`config.mk`:
```
export PLATFORM = sky130hd
export DESIGN_NAME = dsmc_top
export DESIGN_NICKNAME = d
export VERILOG_FILES = /design/src/hw/dsmc_pkg.sv /design/src/hw/dsmc_top.sv
export VERILOG_INCLUDE_DIRS = /design/src /design/src/hw
export SDC_FILE = /design/constraint.sdc
export NUM_CORES = 1
export LEC_CHECK = 0
export ABC_AREA = 1
export BUFFER_PORTS_ARGS = -buffer_cell sky130_fd_sc_hd__buf_2
export CORE_AREA = 4 4 243 245
export CTS_CLUSTER_SIZE = 16
export DETAILED_ROUTE_END_ITERATION = 16
export DIE_AREA = 0 0 247 249
export SLEW_MARGIN = 40
export SYNTH_ARGS = -nofsm -noshare
export SYNTH_HDL_FRONTEND = slang
export SYNTH_SLANG_ARGS = --single-unit
```
`constraint.sdc`:
```
create_clock -name SYS_CLK -period 3.33 [get_ports SYS_CLK]
set_input_delay 0.4995 -clock SYS_CLK [delete_from_list [all_inputs] [get_ports SYS_CLK]]
set_output_delay 0.4995 -clock SYS_CLK [all_outputs]
set_load 0.01 [all_outputs]
```
`src/hw/dsmc_regs.svh`:
```
`ifndef DSMC_REGS_SVH
`define DSMC_REGS_SVH
`define DSMC_AW             13
`define DSMC_EXT_BASE       13'h0100
`define DSMC_EXT_PAGE       5'h01
`define DSMC_OFF_CTRL       6'h00
`define DSMC_OFF_STATUS     6'h01
`define DSMC_OFF_ADDR       6'h02
`define DSMC_OFF_LENGTH     6'h03
`define DSMC_OFF_DATA       6'h04
`define DSMC_ID_ADDR        13'h1FF0
`define DSMC_CTRL_CRC       2
`define DSMC_CTRL_MEMORY_BUILT_IN_SELF_TEST     3
`define DSMC_ST_DONE        0
`define DSMC_ST_BUSY        1
`define DSMC_ST_FAIL        2
`define DSMC_BC_MSB         7
`define DSMC_BC_LSB         4
`define DSMC_CC_MSB         3
`define DSMC_CC_LSB         0
`define DSMC_BLOCK_COUNT    4'h0
// Arbitrary neutral continuation code.
`define DSMC_CONT_CODE      4'h5
`define DSMC_WORD0          32'h0000_0000
`define DSMC_LEN0           30'h0000_0000
`define DSMC_LEN1           30'h0000_0001
`define DSMC_STEP           32'h0000_0004
`define DSMC_CRC_POLY       32'hEDB8_8320
`define DSMC_FORCED_ADDR    32'h0000_0000
`define DSMC_FORCED_LEN     30'h0000_0400
`define DSMC_FORCED_SEED    32'hFFFF_FFFF
`endif

```
`src/hw/dsmc_pkg.sv`:
```
`default_nettype none
package dsmc_pkg;
  typedef enum logic [3:0] {
    DSMC_IDLE  = 4'b0001,
    DSMC_CRC   = 4'b0010,
    DSMC_MB_WR = 4'b0100,
    DSMC_MB_RD = 4'b1000
  } dsmc_state_type;

  // Shared setup of a memory service: start location, length in words, data.
  typedef struct packed {
    logic [31:0] addr;
    logic [29:0] len;
    logic [31:0] data;
  } dsmc_setup_type;
endpackage
`default_nettype wire

```
`src/hw/dsmc_top.sv`:
```
`include "dsmc_regs.svh"
`default_nettype none
module dsmc_top
  import dsmc_pkg::*;
#(
  parameter logic [31:0] FORCED_ADDR = `DSMC_FORCED_ADDR,
  parameter logic [29:0] FORCED_LEN  = `DSMC_FORCED_LEN,
  parameter logic [31:0] FORCED_SEED = `DSMC_FORCED_SEED
) (
  input  wire logic                 SYS_CLK,
  input  wire logic                 NRST,
  input  wire logic                 REG_REQ,
  input  wire logic                 REG_WRITE,
  input  wire logic [`DSMC_AW-1:0]  REG_ADDR,
  input  wire logic [31:0]          REG_WDATA,
  output var  logic [31:0]          REG_RDATA,
  output var  logic                 REG_ACK,
  output var  logic                 REG_ERR,
  input  wire logic                 REG_EXTERNAL,
  input  wire logic                 SECURITY_BIT,
  input  wire logic                 WRITE_PROTECT,
  output var  logic                 MEM_REQ,
  output var  logic                 MEM_WE,
  output var  logic [31:0]          MEM_ADDR,
  output var  logic [31:0]          MEM_WDATA,
  input  wire logic [31:0]          MEM_RDATA,
  input  wire logic                 MEM_ACK,
  output var  logic                 OP_DONE,
  output var  logic                 OP_FAIL
);

  // Word addressed memory walks need aligned start locations.
  if (FORCED_ADDR[1:0] != 2'b00) begin : g_bad_addr
    $error("FORCED_ADDR must be word aligned");
  end

  dsmc_state_type state;
  dsmc_state_type next_state;
  dsmc_setup_type setup;
  dsmc_setup_type run;
  logic [29:0]    remain;
  logic           done;
  logic           fail;
  logic           in_low;
  logic           sec_block;
  logic           reg_hit;
  logic [5:0]     word_off;
  logic           wr_ok;
  logic           launch;
  logic           launch_crc;
  logic           launch_mb;
  logic           last_word;
  logic           mem_take;
  logic [31:0]    crc_next;
  logic [31:0]    pattern;
  logic [31:0]    rd_value;

  function automatic logic [31:0] crc_word(input logic [31:0] crc, input logic [31:0] data);
    logic [31:0] c;
    c = crc ^ data;
    for (int i = 0; i < 32; i++) begin
      c = c[0] ? ((c >> 1) ^ `DSMC_CRC_POLY) : (c >> 1);
    end
    return c;
  endfunction

  // The register set appears in the internal window and again in the first external page.
  assign in_low    = REG_ADDR < `DSMC_EXT_BASE;
  assign sec_block = REG_EXTERNAL && SECURITY_BIT && in_low;
  assign reg_hit   = in_low || (REG_ADDR[`DSMC_AW-1:8] == `DSMC_EXT_PAGE);
  assign word_off  = REG_ADDR[7:2];
  assign wr_ok     = REG_REQ && REG_WRITE && !sec_block && !WRITE_PROTECT;

  // Only an idle unit accepts a command; a write that lands mid-run is simply lost.
  assign launch     = wr_ok && reg_hit && (word_off == `DSMC_OFF_CTRL) && (state == DSMC_IDLE);
  assign launch_crc = launch && REG_WDATA[`DSMC_CTRL_CRC];
  assign launch_mb  = launch && !REG_WDATA[`DSMC_CTRL_CRC] && REG_WDATA[`DSMC_CTRL_MEMORY_BUILT_IN_SELF_TEST];

  assign mem_take  = MEM_REQ && MEM_ACK;
  assign last_word = remain == `DSMC_LEN1;
  assign crc_next  = crc_word(run.data, MEM_RDATA);
  assign pattern   = ~MEM_ADDR;

  always_comb begin
    next_state = state;
    case (state)
      DSMC_IDLE: begin
        if (launch_crc && (in_low ? setup.len : FORCED_LEN) != `DSMC_LEN0) begin
          next_state = DSMC_CRC;
        end else if (launch_mb && setup.len != `DSMC_LEN0) begin
          next_state = DSMC_MB_WR;
        end
      end
      DSMC_CRC: begin
        if (mem_take && last_word) begin
          next_state = DSMC_IDLE;
        end
      end
      DSMC_MB_WR: begin
        if (mem_take && last_word) begin
          next_state = DSMC_MB_RD;
        end
      end
      DSMC_MB_RD: begin
        if (mem_take && (last_word || MEM_RDATA != pattern)) begin
          next_state = DSMC_IDLE;
        end
      end
      default: next_state = DSMC_IDLE;
    endcase
  end

  // The unit runs whenever its clock does; there is no enable to wait for.
  always_ff @(posedge SYS_CLK or negedge NRST) begin
    if (!NRST) begin
      state <= DSMC_IDLE;
    end else begin
      state <= next_state;
    end
  end

  // Running copies decouple the walk from later writes to the shared registers.
  always_ff @(posedge SYS_CLK or negedge NRST) begin
    if (!NRST) begin
      run    <= '0;
      remain <= `DSMC_LEN0;
    end else if (launch_crc) begin
      if (in_low) begin
        run    <= setup;
        remain <= setup.len;
      end else begin
        run    <= '{addr: FORCED_ADDR, len: FORCED_LEN, data: FORCED_SEED};
        remain <= FORCED_LEN;
      end
    end else if (launch_mb) begin
      run    <= setup;
      remain <= setup.len;
    end else if (mem_take) begin
      if (state == DSMC_CRC) begin
        run.data <= crc_next;
      end
      if (state == DSMC_MB_WR && last_word) begin
        remain <= run.len;
      end else begin
        remain <= remain - `DSMC_LEN1;
      end
    end
  end

  always_ff @(posedge SYS_CLK or negedge NRST) begin
    if (!NRST) begin
      MEM_REQ   <= 1'b0;
      MEM_WE    <= 1'b0;
      MEM_ADDR  <= `DSMC_WORD0;
      MEM_WDATA <= `DSMC_WORD0;
    end else begin
      // The request drops for one cycle after each acknowledge so every word is a fresh handshake.
      MEM_REQ <= (next_state != DSMC_IDLE) && !mem_take;
      MEM_WE  <= next_state == DSMC_MB_WR;
      if (launch_crc && !in_low) begin
        MEM_ADDR <= FORCED_ADDR;
      end else if (launch) begin
        MEM_ADDR <= setup.addr;
      end else if (mem_take && state == DSMC_MB_WR && last_word) begin
        MEM_ADDR <= run.addr;
      end else if (mem_take) begin
        MEM_ADDR <= MEM_ADDR + `DSMC_STEP;
      end
      if (launch_mb) begin
        MEM_WDATA <= ~setup.addr;
      end else if (mem_take) begin
        MEM_WDATA <= ~(MEM_ADDR + `DSMC_STEP);
      end
    end
  end

  always_ff @(posedge SYS_CLK or negedge NRST) begin
    if (!NRST) begin
      done <= 1'b0;
      fail <= 1'b0;
    end else begin
      if (launch) begin
        done <= 1'b0;
        fail <= 1'b0;
      end else if (state != DSMC_IDLE && next_state == DSMC_IDLE) begin
        done <= 1'b1;
        fail <= (state == DSMC_MB_RD) && (MEM_RDATA != pattern);
      end else if (launch == 1'b0 && state == DSMC_IDLE && next_state == DSMC_IDLE && done &&
                   wr_ok && reg_hit && word_off == `DSMC_OFF_STATUS && REG_WDATA[`DSMC_ST_DONE]) begin
        // Completion only happens while busy, so this clear can never hide a fresh completion.
        done <= 1'b0;
        fail <= 1'b0;
      end
    end
  end

  always_ff @(posedge SYS_CLK or negedge NRST) begin
    if (!NRST) begin
      setup <= '0;
    end else begin
      if (wr_ok && reg_hit && word_off == `DSMC_OFF_ADDR) begin
        setup.addr <= {REG_WDATA[31:2], 2'b00};
      end
      if (wr_ok && reg_hit && word_off == `DSMC_OFF_LENGTH) begin
        setup.len <= REG_WDATA[31:2];
      end
      if (state == DSMC_CRC && next_state == DSMC_IDLE) begin
        setup.data <= crc_next;
      end else if (state == DSMC_MB_RD && next_state == DSMC_IDLE && MEM_RDATA != pattern) begin
        setup.data <= MEM_ADDR;
      end else if (wr_ok && reg_hit && word_off == `DSMC_OFF_DATA) begin
        setup.data <= REG_WDATA;
      end
    end
  end

  always_comb begin
    rd_value = `DSMC_WORD0;
    if (REG_ADDR == `DSMC_ID_ADDR) begin
      rd_value[`DSMC_BC_MSB:`DSMC_BC_LSB] = `DSMC_BLOCK_COUNT;
      rd_value[`DSMC_CC_MSB:`DSMC_CC_LSB] = `DSMC_CONT_CODE;
    end else if (reg_hit) begin
      case (word_off)
        `DSMC_OFF_STATUS: begin
          rd_value[`DSMC_ST_DONE] = done;
          rd_value[`DSMC_ST_BUSY] = state != DSMC_IDLE;
          rd_value[`DSMC_ST_FAIL] = fail;
        end
        `DSMC_OFF_ADDR:   rd_value = setup.addr;
        `DSMC_OFF_LENGTH: rd_value = {setup.len, 2'b00};
        `DSMC_OFF_DATA:   rd_value = setup.data;
        default:          rd_value = `DSMC_WORD0;
      endcase
    end
  end

  always_ff @(posedge SYS_CLK or negedge NRST) begin
    if (!NRST) begin
      REG_ACK   <= 1'b0;
      REG_ERR   <= 1'b0;
      REG_RDATA <= `DSMC_WORD0;
    end else begin
      REG_ACK   <= REG_REQ;
      REG_ERR   <= REG_REQ && (sec_block || (REG_WRITE && WRITE_PROTECT));
      REG_RDATA <= (REG_REQ && !REG_WRITE && !sec_block) ? rd_value : `DSMC_WORD0;
    end
  end

  always_ff @(posedge SYS_CLK or negedge NRST) begin
    if (!NRST) begin
      OP_DONE <= 1'b0;
      OP_FAIL <= 1'b0;
    end else begin
      OP_DONE <= done;
      OP_FAIL <= fail;
    end
  end

endmodule
`default_nettype wire

```
==> results.sh <==
export IMPL_wl_per_cell_um=22.12
export IMPL_fmax_mhz=312.5
export IMPL_p_int_uw=8699
export IMPL_synth_cells=3241
export IMPL_synth_edff_count=0
export IMPL_p_seq_share_pct=28.1
export IMPL_nNetsFinal=3764
export IMPL_min_delay_start="REG_REQ"
export IMPL_dp_cells=4387
export IMPL_switchingPower_uw=5581
export IMPL_track_usage_pct=31.01
export IMPL_clk_path_buf_depth=3
export IMPL_cts_max_level=2
export IMPL_critical_path_required_ns=3.82
export IMPL_ys_warn_count=0
export IMPL_timing_final_ws_setup_ns=0.1297
export IMPL_synth_top_area_share_pct=35.40
export IMPL_hold_class="in -> reg"
export IMPL_yosys_cell_types_count=59
export IMPL_holdPathEnd="REG_ACK$_DFF_PN0_"
export IMPL_start_util_pct=39.33
export IMPL_cp_max_fo=7
export IMPL_finalHoldViolCount=0
export IMPL_critPathLaunchType="flip-flop"
export IMPL_drv_cap=0
export IMPL_swShare_pct=39.08
export IMPL_drive_gt1_share_pct=24.45
export IMPL_grt_pass1_vias=22350
export IMPL_maxSlewHeadroom_pct=44.25
export IMPL_path_common_cell="nand2_1"
export IMPL_core_area_sq_um=57140
export IMPL_p_comb_share_pct=42.4
export IMPL_grt_pass1_wl_mm=143.8
export IMPL_end_kind="flip-flop"
export IMPL_timing_rr_end="run[3]$_DFFE_PN0P_"
export IMPL_finalSetupViolations=0
export IMPL_synth_ff_type="dfrtp_1"
export IMPL_r2r_cells=25
export IMPL_cts_sinks=319
export IMPL_grt_max_degree=82
export IMPL_slowest_stage="dfrtp_1"
export IMPL_synth_top_cell_by_area="dfrtp_1"
export IMPL_worstMarginPinSlew_ns=0.8299
export IMPL_final_cells=4466
export IMPL_clk_pin_slew_ns=0.06
export IMPL_power_total_uw=14280
export IMPL_status="complete, no violations"
export IMPL_r2r_slack_ns=0.13
export IMPL_critPathKind="reg -> reg"
export IMPL_critPathMaxStageDelay_ns=0.44
export IMPL_peakVddDrop_mv=0.3122
export IMPL_dpl_hpwl_mm=78.01
export IMPL_slew_viol_final=0
export IMPL_via_per_inst=5.466
export IMPL_die_w_um=247
export IMPL_cp_arrival_ns=3.69
export IMPL_final_core_utilization_pct=49.61
export IMPL_io_buffers=184
export IMPL_die_height_um=249
export IMPL_vias=24410
export IMPL_cts_buffers_inserted=38
export IMPL_p_per_area_nw_per_um2=503.7
export IMPL_period_needed_ns=3.200
export IMPL_cts_tree="yes"
export IMPL_areaGrowthSynthToFinish_pct=26.13
export IMPL_root_buffer="clkbuf_16"
export IMPL_ant_nets=0
export IMPL_grt_antenna_before_repair=2
export IMPL_io_pins=187
export IMPL_rsz0062_at_grt="yes"
export IMPL_grt_overflow=0
export IMPL_clockPowerShare_pct=29.4
export IMPL_period_share_pct=96.10
export IMPL_clk_latency_ns=0.59
export IMPL_hold_path_depth=1
export IMPL_syn_avg_cell_area_sq_um=6.935
export IMPL_die_area_sq_um=61500
export IMPL_totalWireLength_mm=98.80
export IMPL_setup_tns_ns=0
export IMPL_gp_congestion=1.013
export IMPL_synth_most_common_cell="nand2_1"
export IMPL_pre_cts_slack_ns=-0.1346
export IMPL_yosys_top_cells_area="dfrtp_1, nand2_1, o21ai_0"
export IMPL_drc=0
export IMPL_clock_skew_ns=0.02606
export IMPL_ys_ff_latch=319
export IMPL_num_rows=88
export IMPL_p_leak_uw=0.01432
export IMPL_yosysSeqAreaShare_pct=35.52
export IMPL_synth_area_sq_um=22480
export IMPL_initialDrtViolationCount=2461
export IMPL_r2r_start="run[1]$_DFFE_PN0P_"
export IMPL_yosys_top_cells_count="nand2_1, dfrtp_1, o21ai_0"
export IMPL_async_flop_share_pct=100.0
export IMPL_dr_pass1_iters=8
power by group through the flow:
stage          Sequential, uW  Combinational (uW)  Clock (uW)
6_report                 4020                6060        4200
5_1_grt                  4020                6570        4390
4_1_cts                  4010                5740        4240
3_5_place_dp             4080                5710           0
3_3_place_gp             4080                5720           0
2_1_floorplan            4080                3270           0
state kept, by name, indices dropped and copies added (netlist names), 4 cells and up:
| signal | flops |
|---|---|
| MEM_WDATA | 31 |
| REG_RDATA | 32 |
| run | 92 |
| MEM_ADDR | 30 |
| state | 4 |
| setup | 92 |
| remain | 30 |
critical path: cells and delay by family, from the launching register on:
family                 cells  cell delay, ns
buffers and inverters      4            0.47
AO/OA/AOI/OAI              2            0.25
AND/OR/NAND/NOR           19            1.97
flip-flops                 1            0.44
metrics by stage:
stage                     hold slack, ns  instance area [sq um]
after global routing             0.09410                  28340
after detailed placement          0.4047                  26560
after floorplan                   0.2039                  22480
after CTS                        0.08545                  27790
after global placement            0.4022                  26560
final                             0.1006                  28350
metal layers:
layer,wire length (um),up-vias,share of wire [%],global-route usage (%)
met5,17,-,0.017,0
met3,10960,174,11,7.374
li1,-,11510,-,-
met4,3872,2,3.9,10.44
met1,43090,11440,44,45.56
met2,40860,1285,41,44.59
placed cells by master, fill, tap and decap left out, types with 10 or more instances in the layout:
master	instances
a31oi_1	60
dfrtp_1	314
nor2_2	12
or2_2	12
nand3_2	45
nor3_1	14
inv_1	239
buf_12	21
o22ai_1	16
nand2_1	995
nor2_1	238
xor2_1	115
buf_4	316
xnor2_1	33
nand2_2	128
o21ai_0	260
nor4_1	17
clkbuf_1	10
a21oi_1	117
a221oi_1	16
clkbuf_16	38
buf_2	183
nand2_4	60
nand4_1	21
o211ai_1	45
o21ai_1	18
o221ai_1	34
nand3_1	191
inv_2	17
timing repair:
item,CTS,global route
resized for setup,0,119
buffers inserted,0,13
endpoints found under the setup margin,0,66
hold buffers,1,0
hold endpoints to repair,73,0
how the worst max path moves through the flow:
| stage | start | to | slack [ns] | depth (start not counted) |
|---|---|---|---|---|
| finish | run[1]$_DFFE_PN0P_ | run[3]$_DFFE_PN0P_ | 0.13 | 25 |
| global route | run[2]$_DFFE_PN0P_ | run[20]$_DFFE_PN0P_ | -0.05 | 25 |
| CTS | run[2]$_DFFE_PN0P_ | run[8]$_DFFE_PN0P_ | 0.02 | 23 |
| detailed placement | MEM_RDATA[18] | setup[18]$_DFFE_PN0P_ | -0.13 | 17 |
| global placement | MEM_RDATA[18] | setup[18]$_DFFE_PN0P_ | -0.21 | 17 |
| floorplan | MEM_RDATA[1] | setup[20]$_DFFE_PN0P_ | 0.63 | 24 |
area by class of cell:
class	count	area, sq um
multi-input cells	2526	13380
flip-flops and latches	319	7989
repair buffers	527	3790
clock buffers	55	1085
diodes	3	7.507
fillers	5867	28800
inverters	264	1006
well taps	765	957.2
clock inverters	7	131.4
cell families after synthesis:
family | Yosys count | share of synthesized area [%]
AOI/OAI and AO/OA | 591 | 15.20
xor gates and xnor gates | 159 | 6.413
adders and majority gates | 3 | 0.1670
buffers and inverters | 397 | 7.042
DFF | 319 | 35.52
other | 1 | 0.01668
and+or+nand+nor | 1771 | 35.64
No activity file was read; power rests on OpenSTA's default activity.
